===== config.mk =====
export PLATFORM = sky130hd
export DESIGN_NAME = ase_top
export DESIGN_NICKNAME = d
export VERILOG_FILES = /design/src/shared/ase_pkg.sv /design/src/rtl/ase_top.sv
export SDC_FILE = /design/constraint.sdc
export NUM_CORES = 1
export LEC_CHECK = 0
export ABC_CLOCK_PERIOD_IN_PS = 3900
export BUFFER_PORTS_ARGS = -buffer_cell sky130_fd_sc_hd__buf_2
export CORE_ASPECT_RATIO = 2
export CORE_MARGIN = 4
export CORE_UTILIZATION = 56
export CTS_CLUSTER_SIZE = 40
export DETAILED_ROUTE_END_ITERATION = 12
export PLACE_DENSITY = 0.81
export SKIP_CTS_REPAIR_TIMING = 1
export SLEW_MARGIN = 20
export SYNTH_ARGS = -nofsm -noshare
export SYNTH_HDL_FRONTEND = slang
export SYNTH_SLANG_ARGS = --single-unit

===== constraint.sdc =====
create_clock -name mclk_in -period 3.9 [get_ports mclk_in]
set_input_delay 0.585 -clock mclk_in [delete_from_list [all_inputs] [get_ports mclk_in]]
set_output_delay 0.585 -clock mclk_in [all_outputs]
set_load 0.02 [all_outputs]

===== src/shared/ase_pkg.sv =====
// Purpose: constants and types for the async serial element
// Assumes: byte-wide registers at word indices 0 to 7
// Notes:   one clock, synchronous strobes
package ase_pkg;
    localparam logic [2:0] ASE_OFS_DATA  = 3'h0;
    localparam logic [2:0] ASE_OFS_IEN   = 3'h1;
    localparam logic [2:0] ASE_OFS_IDENT = 3'h2;
    localparam logic [2:0] ASE_OFS_LCTL  = 3'h3;
    localparam logic [2:0] ASE_OFS_MCTL  = 3'h4;
    localparam logic [2:0] ASE_OFS_LSTAT = 3'h5;
    localparam logic [2:0] ASE_OFS_MSTAT = 3'h6;
    localparam logic [2:0] ASE_OFS_SCR   = 3'h7;
    localparam logic [7:0]  ASE_LCTL_RST = 8'h03;
    localparam logic [15:0] ASE_DIV_RST  = 16'h000C;
    localparam logic [3:0]  ASE_OVS_LAST = 4'hF;
    localparam logic [3:0]  ASE_OVS_MID  = 4'h7;
    localparam logic [1:0]  ASE_ID_LINE  = 2'h3;
    localparam logic [1:0]  ASE_ID_RXAV  = 2'h2;
    localparam logic [1:0]  ASE_ID_TXE   = 2'h1;
    localparam logic [1:0]  ASE_ID_MDM   = 2'h0;

    typedef struct packed {
        logic [2:0] addr;
        logic [7:0] wdata;
        logic       wr;
        logic       rd;
    } ase_bus_req_t;

    typedef struct packed {
        logic cts;
        logic dsr;
        logic ri;
        logic dcd;
    } ase_modem_in_t;

    typedef struct packed {
        logic dtr;
        logic rts;
        logic out1;
        logic out2;
    } ase_modem_out_t;
endpackage


===== src/rtl/ase_top.sv =====
// Purpose: async serial element: 16x baud generator, tx, rx, modem, irq id
// Assumes: strobes synchronous to mclk_in; serial input may be asynchronous, registered twice inside
// Notes:   read data valid the cycle after the read strobe
`timescale 1ns/1ps
module ase_top (
    // clock and reset
    input  wire logic                    mclk_in,
    input  wire logic                    rst_n_in,
    // register port
    input  wire ase_pkg::ase_bus_req_t   bus_in,
    output logic [7:0]                   rdata_out,
    // serial line
    input  wire logic                    sin_in,
    output logic                         sout_out,
    // modem lines
    input  wire ase_pkg::ase_modem_in_t  modem_in,
    output ase_pkg::ase_modem_out_t      modem_out,
    output logic                         irq_out
);
    import ase_pkg::*;

    logic        rst_s1, rst_n;
    logic [7:0]  lctl, mctl, scr;
    logic [3:0]  ien;
    logic [15:0] divisor, bcnt;
    logic        tick;
    logic        loop_on;
    // transmit
    logic [7:0]  tx_hold_byte, tsr;
    logic        thr_empty, tx_busy;
    logic [3:0]  tx_ovs;
    logic [3:0]  tx_bit;
    logic [1:0]  tx_ph;
    logic        tx_line, tx_par, tx_half;
    // receive
    logic [7:0]  rx_byte, rsr;
    logic        rx_ready_flag, overrun, parity_err_flag;
    logic        framing_err_flag, break_seen_flag;
    logic [3:0]  rx_ovs, rx_bit;
    logic [1:0]  rx_ph;
    logic        rx_par, rx_zero, rx_s1, rx_s2;
    logic [3:0]  mdm_prev, mdm_chg;
    logic        tx_hold_empty_flag_irq_seen;

    // async assert, release through two flops
    assign rst_n = rst_s1 ? 1'b1 : 1'b0;
    logic rst_s0;
    always_ff @(posedge mclk_in or negedge rst_n_in) begin
        if (!rst_n_in) begin
            rst_s0 <= 1'b0;
            rst_s1 <= 1'b0;
        end else begin
            rst_s0 <= 1'b1;
            rst_s1 <= rst_s0;
        end
    end

    // decode
    wire        divisor_access_bit    = lctl[7];
    wire [3:0]  nbits   = {2'b00, lctl[1:0]} + 4'h5;
    wire        stop2   = lctl[2];
    wire        par_on  = lctl[3];
    wire        par_even = lctl[4];
    wire        par_stick = lctl[5];
    wire        brk     = lctl[6];
    assign loop_on = mctl[4];
    wire        wr_data = bus_in.wr && bus_in.addr == ASE_OFS_DATA && !divisor_access_bit;
    wire        rd_data = bus_in.rd && bus_in.addr == ASE_OFS_DATA && !divisor_access_bit;
    wire        rd_lstat = bus_in.rd && bus_in.addr == ASE_OFS_LSTAT;
    wire        rd_mstat = bus_in.rd && bus_in.addr == ASE_OFS_MSTAT;
    wire        rd_ident = bus_in.rd && bus_in.addr == ASE_OFS_IDENT;
    // loopback routes modem outputs to status inputs
    wire [3:0]  mdm_live = loop_on ? {mctl[1], mctl[0], mctl[2], mctl[3]}
                         : {modem_in.cts, modem_in.dsr, modem_in.ri,
                            modem_in.dcd};
    wire        rx_pin  = loop_on ? tx_line : sin_in;
    wire        tsr_empty = !tx_busy;

    // register writes; reserved bits stored as zero
    always_ff @(posedge mclk_in or negedge rst_n) begin
        if (!rst_n) begin
            lctl    <= ASE_LCTL_RST;
            mctl    <= 8'h00;
            scr     <= 8'h00;
            ien     <= 4'h0;
            divisor <= ASE_DIV_RST;
        end else if (bus_in.wr) begin
            case (bus_in.addr)
                ASE_OFS_DATA: if (divisor_access_bit) divisor[7:0] <= bus_in.wdata;
                ASE_OFS_IEN: begin
                    if (divisor_access_bit) divisor[15:8] <= bus_in.wdata;
                    else ien <= bus_in.wdata[3:0];
                end
                ASE_OFS_LCTL: lctl <= bus_in.wdata;
                ASE_OFS_MCTL: mctl <= {3'h0, bus_in.wdata[4:0]};
                ASE_OFS_SCR:  scr  <= bus_in.wdata;
                default: ;
            endcase
        end
    end

    // baud generator: one tick per divisor clocks, divisor 0 treated as 1
    // tick is registered; a new divisor applies to the count already in progress
    always_ff @(posedge mclk_in or negedge rst_n) begin
        if (!rst_n) begin
            bcnt <= 16'h0000;
            tick <= 1'b0;
        end else if (bcnt + 16'h0001 >= divisor) begin
            bcnt <= 16'h0000;
            tick <= 1'b1;
        end else begin
            bcnt <= bcnt + 16'h0001;
            tick <= 1'b0;
        end
    end

    // transmitter: phases 0 start, 1 data, 2 parity, 3 stop
    // half a stop bit only for the five-bit long stop
    assign tx_half = !stop2 ? 1'b0 : (lctl[1:0] == 2'b00);
    always_ff @(posedge mclk_in or negedge rst_n) begin
        if (!rst_n) begin
            tx_hold_byte       <= 8'h00;
            thr_empty <= 1'b1;
            tsr       <= 8'h00;
            tx_busy   <= 1'b0;
            tx_ovs    <= 4'h0;
            tx_bit    <= 4'h0;
            tx_ph     <= 2'h0;
            tx_line   <= 1'b1;
            tx_par    <= 1'b0;
        end else begin
            if (wr_data) begin
                tx_hold_byte       <= bus_in.wdata;
                thr_empty <= 1'b0;
            end
            // a write to the holding byte defers the load by one cycle
            if (!tx_busy && !thr_empty && !wr_data) begin
                tsr       <= tx_hold_byte;
                thr_empty <= 1'b1;
                tx_busy   <= 1'b1;
                tx_ph     <= 2'h0;
                tx_ovs    <= 4'h0;
                tx_bit    <= 4'h0;
                tx_par    <= 1'b0;
                tx_line   <= 1'b0;
            end else if (tx_busy && tick) begin
                tx_ovs <= tx_ovs + 4'h1;
                if (tx_ovs == ASE_OVS_LAST) begin
                    case (tx_ph)
                        2'h0, 2'h1: begin
                            if (tx_ph == 2'h1 && tx_bit == nbits) begin
                                tx_ph   <= par_on ? 2'h2 : 2'h3;
                                tx_bit  <= 4'h0;
                                tx_line <= par_on ? (par_stick ? !par_even
                                           : (tx_par ^ !par_even)) : 1'b1;
                            end else begin
                                tx_ph   <= 2'h1;
                                tx_line <= tsr[0];
                                tx_par  <= tx_par ^ tsr[0];
                                tsr     <= {1'b0, tsr[7:1]};
                                tx_bit  <= tx_bit + 4'h1;
                            end
                        end
                        2'h2: begin
                            tx_ph   <= 2'h3;
                            tx_line <= 1'b1;
                        end
                        default: begin
                            tx_bit <= tx_bit + 4'h1;
                            if (!stop2 || tx_bit == 4'h1) begin
                                tx_busy <= 1'b0;
                            end
                        end
                    endcase
                end else if (tx_ph == 2'h3 && tx_half && tx_bit == 4'h1
                             && tx_ovs == ASE_OVS_MID) begin
                    tx_busy <= 1'b0;
                end
            end
        end
    end
    assign sout_out = loop_on ? 1'b1 : (tx_line & !brk);

    // receiver; serial input registered twice
    // only rx_s2 is read by the frame logic
    always_ff @(posedge mclk_in or negedge rst_n) begin
        if (!rst_n) begin
            rx_s1 <= 1'b1;
            rx_s2 <= 1'b1;
        end else begin
            rx_s1 <= rx_pin;
            rx_s2 <= rx_s1;
        end
    end

    always_ff @(posedge mclk_in or negedge rst_n) begin
        if (!rst_n) begin
            rx_byte              <= 8'h00;
            rsr              <= 8'h00;
            rx_ready_flag    <= 1'b0;
            overrun          <= 1'b0;
            parity_err_flag  <= 1'b0;
            framing_err_flag <= 1'b0;
            break_seen_flag  <= 1'b0;
            rx_ovs           <= 4'h0;
            rx_bit           <= 4'h0;
            rx_ph            <= 2'h0;
            rx_par           <= 1'b0;
            rx_zero          <= 1'b1;
        end else begin
            if (rd_data) rx_ready_flag <= 1'b0;
            if (rd_lstat) begin
                overrun          <= 1'b0;
                parity_err_flag  <= 1'b0;
                framing_err_flag <= 1'b0;
                break_seen_flag  <= 1'b0;
            end
            if (tick) begin
                case (rx_ph)
                    2'h0: begin
                        // eight low ticks make a start; short glitches drop
                        if (!rx_s2) begin
                            rx_ovs <= rx_ovs + 4'h1;
                            if (rx_ovs == ASE_OVS_MID) begin
                                rx_ph  <= 2'h1;
                                rx_ovs <= 4'h0;
                                rx_bit <= 4'h0;
                                rx_par <= 1'b0;
                                rx_zero <= 1'b1;
                                rsr    <= 8'h00;
                            end
                        end else begin
                            rx_ovs <= 4'h0;
                        end
                    end
                    2'h1: begin
                        rx_ovs <= rx_ovs + 4'h1;
                        if (rx_ovs == ASE_OVS_LAST) begin
                            rx_bit  <= rx_bit + 4'h1;
                            rx_par  <= rx_par ^ rx_s2;
                            rx_zero <= rx_zero & !rx_s2;
                            rsr     <= {rx_s2, rsr[7:1]};
                            if (rx_bit + 4'h1 == nbits) begin
                                rx_ph <= par_on ? 2'h2 : 2'h3;
                            end
                        end
                    end
                    2'h2: begin
                        rx_ovs <= rx_ovs + 4'h1;
                        if (rx_ovs == ASE_OVS_LAST) begin
                            rx_ph   <= 2'h3;
                            rx_zero <= rx_zero & !rx_s2;
                            rx_par  <= par_stick ? (rx_s2 == par_even)
                                     : ((rx_par ^ rx_s2) == par_even);
                        end
                    end
                    default: begin
                        rx_ovs <= rx_ovs + 4'h1;
                        // a frame's flags win over a clearing read
                        if (rx_ovs == ASE_OVS_LAST) begin
                            rx_ph            <= 2'h0;
                            rx_ovs           <= 4'h0;
                            rx_byte              <= rsr >> (4'h8 - nbits);
                            rx_ready_flag    <= 1'b1;
                            overrun          <= rx_ready_flag && !rd_data;
                            parity_err_flag  <= par_on && rx_par;
                            framing_err_flag <= !rx_s2;
                            break_seen_flag  <= rx_zero && !rx_s2;
                        end
                    end
                endcase
            end
        end
    end

    // modem status change flags; a change beats a clearing read
    genvar gi;
    generate
        for (gi = 0; gi < 4; gi++) begin : g_mdm
            wire ev = (gi == 1) ? (mdm_prev[gi] && !mdm_live[gi])
                                : (mdm_prev[gi] != mdm_live[gi]);
            always_ff @(posedge mclk_in or negedge rst_n) begin
                if (!rst_n) begin
                    mdm_prev[gi] <= 1'b0;
                    mdm_chg[gi]  <= 1'b0;
                end else begin
                    mdm_prev[gi] <= mdm_live[gi];
                    mdm_chg[gi]  <= ev | (mdm_chg[gi] & !rd_mstat);
                end
            end
        end
    endgenerate
    // bit order cts,dsr,ri,dcd -> change flags in status bits 0,1,2,3
    wire [3:0] chg_bits = {mdm_chg[0], mdm_chg[1], mdm_chg[2], mdm_chg[3]};
    wire [3:0] live_bits = {mdm_live[0], mdm_live[1], mdm_live[2], mdm_live[3]};

    wire [7:0] lstat = {1'b0, tsr_empty && thr_empty, thr_empty,
                        break_seen_flag, framing_err_flag, parity_err_flag,
                        overrun, rx_ready_flag};
    wire [7:0] mstat = {live_bits, chg_bits};

    // interrupt sources in fixed priority
    wire src_line = ien[2] && (overrun | parity_err_flag | framing_err_flag
                               | break_seen_flag);
    wire src_rx   = ien[0] && rx_ready_flag;
    wire src_tx   = ien[1] && thr_empty && !tx_hold_empty_flag_irq_seen;
    wire src_mdm  = ien[3] && (|mdm_chg);
    wire pend     = src_line | src_rx | src_tx | src_mdm;
    wire [1:0] id_code = src_line ? ASE_ID_LINE : src_rx ? ASE_ID_RXAV
                       : src_tx ? ASE_ID_TXE : ASE_ID_MDM;
    wire [7:0] ident = {5'h00, pend ? id_code : 2'h0, !pend};

    // tx empty source: held off once an ident read has reported it,
    // until the holding byte is written again
    always_ff @(posedge mclk_in or negedge rst_n) begin
        if (!rst_n) begin
            tx_hold_empty_flag_irq_seen <= 1'b0;
        end else if (wr_data || !thr_empty) begin
            tx_hold_empty_flag_irq_seen <= 1'b0;
        end else if (rd_ident && id_code == ASE_ID_TXE && pend) begin
            tx_hold_empty_flag_irq_seen <= 1'b1;
        end
    end

    // out2 gates the pin; loopback keeps it quiet
    assign irq_out = pend && mctl[3] && !loop_on;

    // read mux; reserved bits read back as zero
    wire [7:0] rsel =
        bus_in.addr == ASE_OFS_DATA ? (divisor_access_bit ? divisor[7:0] : rx_byte)
      : bus_in.addr == ASE_OFS_IEN  ? (divisor_access_bit ? divisor[15:8] : {4'h0, ien})
      : bus_in.addr == ASE_OFS_IDENT ? ident
      : bus_in.addr == ASE_OFS_LCTL ? lctl
      : bus_in.addr == ASE_OFS_MCTL ? mctl
      : bus_in.addr == ASE_OFS_LSTAT ? lstat
      : bus_in.addr == ASE_OFS_MSTAT ? mstat : scr;

    // read data held until the next read strobe
    always_ff @(posedge mclk_in or negedge rst_n) begin
        if (!rst_n) rdata_out <= 8'h00;
        else if (bus_in.rd) rdata_out <= rsel;
    end

    assign modem_out.dtr  = mctl[0] && !loop_on;
    assign modem_out.rts  = mctl[1] && !loop_on;
    assign modem_out.out1 = mctl[2] && !loop_on;
    assign modem_out.out2 = mctl[3] && !loop_on;
endmodule


==> out/summary.txt, run 1 <==
Outcome: complete, no violations
Fin Setup TNS: 0 ns
Worst r2r dst: bcnt[3]$_DFF_PN0_
Initial antenna violation count: 0
Setup violations, final: 0
Max cap viols: 0
Num CTS Buffers: 17
Post-synth EDFFs: 0
Slowest stage delay, CP: 0.59 ns
Seq/Total Area, Yosys: 0.4595
Syn Area/Cell: 10.41 um^2
Routed wire per std cell: 20.63 um
Number of global-route vias before repair: 6116
Final nets: 815
Clock Tree Root: clkbuf_16
Worst hold path class: reg -> reg
Worst reg2reg startpoint: bcnt[0]$_DFF_PN0_
Layout Skew: 0.009257 ns
IO Pins: 34
Post-synthesis register bit count: 142
Core area: 13510 um^2
Syn nets: 793
Synthesis warning total: 0
Die Ht: 174.5 um
Netlist Area Pre-Place: 7757 um^2
Worst VDD drop: 0.3516 mV
Die area: 15910 um^2
Largest net degree at the start of global routing: 75
Area leader, netlist: dfrtp_1
Fmax: 0.3433 GHz
DRC viols: 0
Clk_lat worst skew: 0.42 ns
H-tree depth: 4
Ys async rst share: 1.000
First-pass GRT wire length: 32.06 mm
PwrDens: 541.3 nW/um^2
Crit share post-route: 0.7470
Pins Over Slew Limit: 0
CTS Sinks: 142
Reg2reg setup slack: 0.99 ns
Cell breakdown of the critical path: ha_1 > and2_1 > nand4_1 > xnor2_1 > ha_1 > nand2_1 > a2111oi_0 > a221o_1 > a21oi_1
Arrival time worst endpoint: 3.20 ns
First drt pass iteration count: 5
Syn Inst Count: 745
Diode count: 0
Crit. End Element: register
Synth top area share: 0.4290
Crit path time final: 2.913 ns
Hold EP: rst_s1$_DFF_PN0_
Crit path max-delay family: compound AO/OA/AOI/OAI gates
Critical path's slowest cell: a2111oi_0
Longest Clk Path Bufs: 2
Reg2Reg Depth: 9
Area grow syn2layout: 11.58%
CP dominant cell by count: ha_1
Layout cells sized above 1: 0.2103
Port Buffers: 33
Via count: 5950
Placer Congestion: 0.9445
Overall Global Routing Usage: 0.2549
Worst-margin pin slew: 0.9436 ns
Crit Path Class: reg -> reg
Buf/Inv on CP: 0
Via density: 6.364
Startpoint Class: register
Commonest non-fill, non-tap cells in the layout: 132 x dfrtp_1, 106 x nand2_1, 57 x mux2_2
Hold path depth: 0
RSZ-0062 raised after global routing: false
CTS tree: done
Initial core utilization: 0.5741
Total Wirelength: 19.29 mm
Commonest non-fill, non-tap cell in the layout: dfrtp_1
Final hold vios: 0
Top_reg_cell synth: dfrtp_1
Initial DRC Count: 415
Die width: 91.23 um
Worst-path fanout max: 10
Hpwl dp: 14.15 mm
Hold Startpoint: rst_s0$_DFF_PN0_
Total power: 4.685 mW
Area contributors post-synth: dfrtp_1 43%, mux2_2 8.3%, nand2_1 5.1%
Antenna Nets Post-Route: 0
Leak: 3.925 nW
DP Cell Count: 902
Slew headroom: 0.3710
Clock-pin slew on the worst setup and hold paths: 0.06 ns
# rows: 60
Distinct cell type count after synthesis: 74
Non-filler cells in the finished layout: 935
Residual overflow from global routing: 0
CP required: 4.18 ns
[sequential cells by signal, indices dropped and copies added, names as in the netlist, 2 cells and up]
register / count
tx_bit: 4
divisor: 16
rx_ovs: 4
lctl: 8
tx_ph: 2
ien: 4
scr: 8
tsr: 8
rdata_out: 8
tx_ovs: 4
tx_hold_byte: 8
bcnt: 16
mdm_prev: 4
mctl: 5
rx_bit: 4
chg_bits: 4
rx_ph: 2
rx_byte: 8
rsr: 8
[report_power, final]
part	internal, mW	leakage (nW)	switching, mW
Clock	1.10	0.316	0.688
Sequential	1.71	1.75	0.257
Combinational	0.426	1.85	0.506
Total	3.23	3.92	1.45
[stage by stage]
step	setup WS [ns]	utilization	area (um^2)	hold WS (ns)
after CTS	0.9819	0.6398	8646	-0.07012
final	0.9867	0.6406	8656	0.3527
after global placement	1.043	0.5919	7998	0.3370
after floorplan	1.406	-	7759	0.2894
after detailed placement	0.9919	0.5919	7998	0.3413
after global routing	0.6923	0.6406	8656	0.3573
[cell type report]
cell class,instances,area [um^2]
flip-flops and latches,142,3568
well taps,155,193.9
repair buffers,39,225.2
inverters,43,161.4
multi-input cells,524,3859
clock inverters,15,222.7
clock buffers,17,425.4
fillers,1062,4857
[how the worst max path moves through the flow]
stage	to	depth (start not counted)	slack, ns	startpoint
2_1_floorplan	tick$_DFF_PN0_	10	1.41	bcnt[0]$_DFF_PN0_
3_3_place_gp	tsr[5]$_DFFE_PN0P_	7	1.04	lctl[0]$_DFFE_PN1P_
3_5_place_dp	tick$_DFF_PN0_	9	0.99	bcnt[0]$_DFF_PN0_
4_1_cts	bcnt[0]$_DFF_PN0_	9	0.98	bcnt[0]$_DFF_PN0_
5_1_grt	bcnt[11]$_DFF_PN0_	9	0.69	bcnt[0]$_DFF_PN0_
6_report	bcnt[3]$_DFF_PN0_	9	0.99	bcnt[0]$_DFF_PN0_
[kinds of logic after synthesis]
group / count (synthesis) / synth area share
xor+xnor: 26 / 0.02935
fa+ha+maj: 28 / 0.04516
mux: 90 / 0.1484
other cells: 1 / 0.0004834
flops: 142 / 0.4595
compound gates: 147 / 0.1292
simple gates: 232 / 0.1448
buf+inv: 79 / 0.04306
[layer usage]
metal | wire, um | global-route usage | up-vias
met3 | 830 | 0.05110 | 72
met1 | 7092 | 0.2854 | 2953
met4 | 1247 | 0.1581 | 0
met2 | 10120 | 0.4386 | 225
met5 | 0 | 0 | -
li1 | - | - | 2700
[synth_stat cells, types with 10 or more instances]
library cell	n
xor2_1	10
ha_1	28
nand3_1	22
dfrtp_1	133
nor2_1	30
xnor2_1	16
clkbuf_1	21
inv_1	43
nor3_1	10
nand2b_1	10
o21ai_0	33
mux2_2	57
nand2_1	106
a21oi_1	37
mux4_2	11
mux2i_1	13
(Power assumes the default switching activity.)
==> inputs of run 2 (changes only) <==
--- a/config.mk
+++ b/config.mk
@@ -5,14 +5,15 @@
 export SDC_FILE = /design/constraint.sdc
 export NUM_CORES = 1
 export LEC_CHECK = 0
-export ABC_CLOCK_PERIOD_IN_PS = 3900
+export ABC_AREA = 1
+export ABC_CLOCK_PERIOD_IN_PS = 2790
 export BUFFER_PORTS_ARGS = -buffer_cell sky130_fd_sc_hd__buf_2
 export CORE_ASPECT_RATIO = 2
 export CORE_MARGIN = 4
-export CORE_UTILIZATION = 56
+export CORE_UTILIZATION = 62
 export CTS_CLUSTER_SIZE = 40
 export DETAILED_ROUTE_END_ITERATION = 12
-export PLACE_DENSITY = 0.81
+export PLACE_DENSITY = 0.85
 export SKIP_CTS_REPAIR_TIMING = 1
 export SLEW_MARGIN = 20
 export SYNTH_ARGS = -nofsm -noshare
==> constraint.sdc (replaced) <==
create_clock -name mclk_in -period 2.79 [get_ports mclk_in]
set_input_delay 0.4185 -clock mclk_in [delete_from_list [all_inputs] [get_ports mclk_in]]
set_output_delay 0.4185 -clock mclk_in [all_outputs]
set_load 0.02 [all_outputs]
==> run 2 against run 1 <==
Routed wire length increased by 5.2%. First-iteration DRC count up 3.6%. Non-clock buffer count stayed put. Global-route usage rose by 4.6 points. Die area shrank 9.7%. Core utilization rose by 7.0 points. Critical path depth is 8 higher. Cell area shrank 0.46%. Largest cell class is now registers.
==> out/summary.txt, run 2 <==
Outcome: complete, no violations
Largest net degree at the start of global routing: 141 (+88%)
Num CTS Buffers: 17 (unchanged)
Initial antenna violation count: 1 (+1)
Synth top area share: 0.4324 (+0.003347)
Post-synth EDFFs: 0 (unchanged)
Crit Path Class: reg -> reg
Critical path's slowest cell: dfrtp_1
Post-synthesis register bit count: 142 (unchanged)
H-tree depth: 4 (unchanged)
Layout Skew: 0.008703 ns (-0.0005534 ns)
Via density: 5.693 (-11%)
IO Pins: 34 (unchanged)
Post-layout util: 0.7106 (+0.07007)
Die Ht: 165.6 um (-5.1%)
Placer Congestion: 1.029 (+8.9%)
Area contributors post-synth: dfrtp_1 43%, nand2_1 15%, inv_1 6.0%
Distinct cell type count after synthesis: 45 (-39%)
Syn nets: 1040 (+31%)
Area grow syn2layout: 11.93%
Final hold slack: 0.2275 ns (-0.1252 ns)
Reg2Reg Depth: 17 (+8)
Worst r2r dst: bcnt[11]$_DFF_PN0_
Hold path depth: 3 (+3)
Clock power share: 0.323 (-0.058)
Seq/Total Area, Yosys: 0.4631 (+0.003585)
Clock-pin slew on the worst setup and hold paths: 0.06 ns (about the same)
Ys async rst share: 1.000 (unchanged)
Routed wire per std cell: 17.09 um (-17%)
Fillcell total: 941 (-11%)
Residual overflow from global routing: 0 (unchanged)
Crit path time final: 2.585 ns (-0.3288 ns)
Die area: 14370 um^2 (-9.7%)
Worst-margin pin slew: 0.8005 ns (-0.1431 ns)
Sequential power share: 0.389 (-0.031)
Largest registers: bcnt: 16 flops, divisor: 16 flops
Slowest stage delay, CP: 0.40 ns (-0.19 ns)
Reg2reg setup slack: 0.21 ns (-0.78 ns)
Commonest non-fill, non-tap cell in the layout: nand2_1
Cell-internal power: 4.804 mW (+49%)
Worst VDD drop: 0.5904 mV (+68%)
Leak: 4.595 nW (+17%)
NetSw: 2.674 mW (+84%)
Final nets: 1075 (+32%)
Crit. End Element: register
Worst-path fanout max: 17 (+7)
Initial DRC Count: 430 (+3.6%)
Netlist Area Pre-Place: 7697 um^2 (-0.77%)
PwrDens: 867.9 nW/um^2 (+60%)
Top_reg_cell synth: dfrtp_1
Antenna Nets Post-Route: 0 (unchanged)
Syn Area/Cell: 7.759 um^2 (-25%)
Syn Inst Count: 992 (+33%)
Diode count: 0 (unchanged)
Comb power frac: 0.287 (+0.088)
Overall Global Routing Usage: 0.3012 (+0.04629)
Port Buffers: 33 (unchanged)
CTS tree: done
DRC viols: 0 (unchanged)
CP required: 3.09 ns (-1.09 ns)
Hpwl dp: 14.45 mm (+2.1%)
Clk_lat worst skew: 0.42 ns (about the same)
Hold Startpoint: sin_in
Layout cells sized above 1: 0.1096 (-0.1006)
Crit path max-delay family: simple AND/OR/NAND/NOR gates
RSZ-0062 raised after global routing: false
Commonest cells post-synth: 317 x nand2_1, 133 x dfrtp_1, 124 x inv_1
Worst reg2reg startpoint: bcnt[0]$_DFF_PN0_
Longest Clk Path Bufs: 2 (unchanged)
Area leader, netlist: dfrtp_1
Total Wirelength: 20.29 mm (+5.2%)
Synthesis warning total: 0 (unchanged)
Fmax: 0.3869 GHz (+13%)
First-pass GRT wire length: 32.71 mm (+2.0%)
Hold EP: rx_s1$_DFF_PN1_
CTS Sinks: 142 (unchanged)
Core area: 12120 um^2 (-10%)
Setup violations, final: 0 (unchanged)
Clock Tree Root: clkbuf_16
CP dominant cell by count: nand2_1
Number of global-route vias before repair: 6789 (+11%)
Sw Ratio: 0.3576 (+0.04786)
Die width: 86.79 um (-4.9%)
Final hold vios: 0 (unchanged)
Pins Over Slew Limit: 0 (unchanged)
Buf/Inv on CP: 3 (+3)
Most frequent cell after synthesis: nand2_1
Cell breakdown of the critical path: ha_1 > nand2_1 > nor2_2 > nand3_2 > nor2_4 > nand2_1 > inv_1 > nand3_1 > nand2_1 > inv_1 > ha_1 > nand3_1 > nor3_1 > nand2_1 > nand3_1 > buf_6 > nor2_1
# rows: 57 (-5.0%)
Max cap viols: 0 (unchanged)
Startpoint Class: register
Commonest non-fill, non-tap cells in the layout: 317 x nand2_1, 132 x dfrtp_1, 124 x inv_1
First drt pass iteration count: 7 (+2)
Slew headroom: 0.4663 (+0.09539)
Initial core utilization: 0.6349 (+0.06081)
Via count: 6758 (+14%)
Arrival time worst endpoint: 2.88 ns (-0.32 ns)
Crit share post-route: 0.9264 (+0.1794)
Fin Setup TNS: 0 ns (unchanged)
Worst hold path class: in -> reg
==> run 2: cell count changes after synthesis, moves of 9 or more <==
cell / change
nor2_1: +43
inv_2: +9
mux2_2: -57
mux4_2: -11
inv_1: +81
o21ai_0: +48
mux2i_1: -12
clkbuf_1: -14
nand3_1: +20
nand2_1: +211
xnor2_1: -10
nand2b_1: -10
==> run 2: layout make-up <==
class,count,area (um^2),area share
Sequential cell,142,3568,0.4142
Multi-Input combinational cell,694,3507,0.4071
Inverter,133,499.2,0.05794
Clock buffer,22,464.2,0.05388
Timing Repair Buffer,39,229.0,0.02658
Tap cell,147,183.9,0.02135
Clock inverter,10,163.9,0.01902
==> run 2: cell families after synthesis <==
family,count (synthesis),synth area share
xor+xnor,19,0.02162
mux,1,0.001300
compound gates,174,0.1260
buf+inv,156,0.08404
simple gates,471,0.2580
other cells,1,0.0004872
fa+ha+maj,28,0.04551
flops,142,0.4631
==> run 2: stage by stage <==
step           power (mW)  instances  setup WS [ns]  cell area [um^2]
2_1_floorplan       4.413        992         0.2888              7699
4_1_cts             7.447       1186        0.06169              8581
3_3_place_gp        4.914       1154         0.2003              7953
6_report            7.478       1187         0.2054              8616
5_1_grt             7.907       1187        0.01116              8616
3_5_place_dp        5.010       1154        0.06605              7953
==> run 2: worst reg2reg max path, delay by kind of cell, from the launching register on <==
kind	cells	cell delay (ns)
adders and majority gates	2	0.47
buffers and inverters	3	0.29
DFF	1	0.40
and+or+nand+nor	12	1.28
==> run 2: metal layers <==
metal	up-vias	share of wire	track usage
li1	3251	-	-
met3	95	0.055	0.06356
met5	-	0	0
met1	3155	0.34	0.2953
met4	0	0.075	0.2284
met2	257	0.53	0.5360
==> run 2: worst max path at each step <==
| stage | startpoint | endpoint | slack [ns] | depth (start not counted) |
|---|---|---|---|---|
| floorplan | bcnt[0]$_DFF_PN0_ | bcnt[5]$_DFF_PN0_ | 0.29 | 17 |
| global placement | bcnt[0]$_DFF_PN0_ | bcnt[11]$_DFF_PN0_ | 0.20 | 17 |
| detailed placement | bcnt[0]$_DFF_PN0_ | bcnt[11]$_DFF_PN0_ | 0.07 | 17 |
| CTS | bcnt[0]$_DFF_PN0_ | bcnt[11]$_DFF_PN0_ | 0.06 | 17 |
| global route | bcnt[0]$_DFF_PN0_ | bcnt[11]$_DFF_PN0_ | 0.01 | 17 |
| finish | bcnt[0]$_DFF_PN0_ | bcnt[11]$_DFF_PN0_ | 0.21 | 17 |
==> run 2: power groups by stage <==
stage	logic, mW	clock network, mW	registers, mW
2_1_floorplan	1.58	0	2.83
6_report	2.15	2.42	2.91
3_3_place_gp	2.01	0	2.91
4_1_cts	2.12	2.43	2.90
5_1_grt	2.43	2.53	2.96
3_5_place_dp	2.09	0	2.92
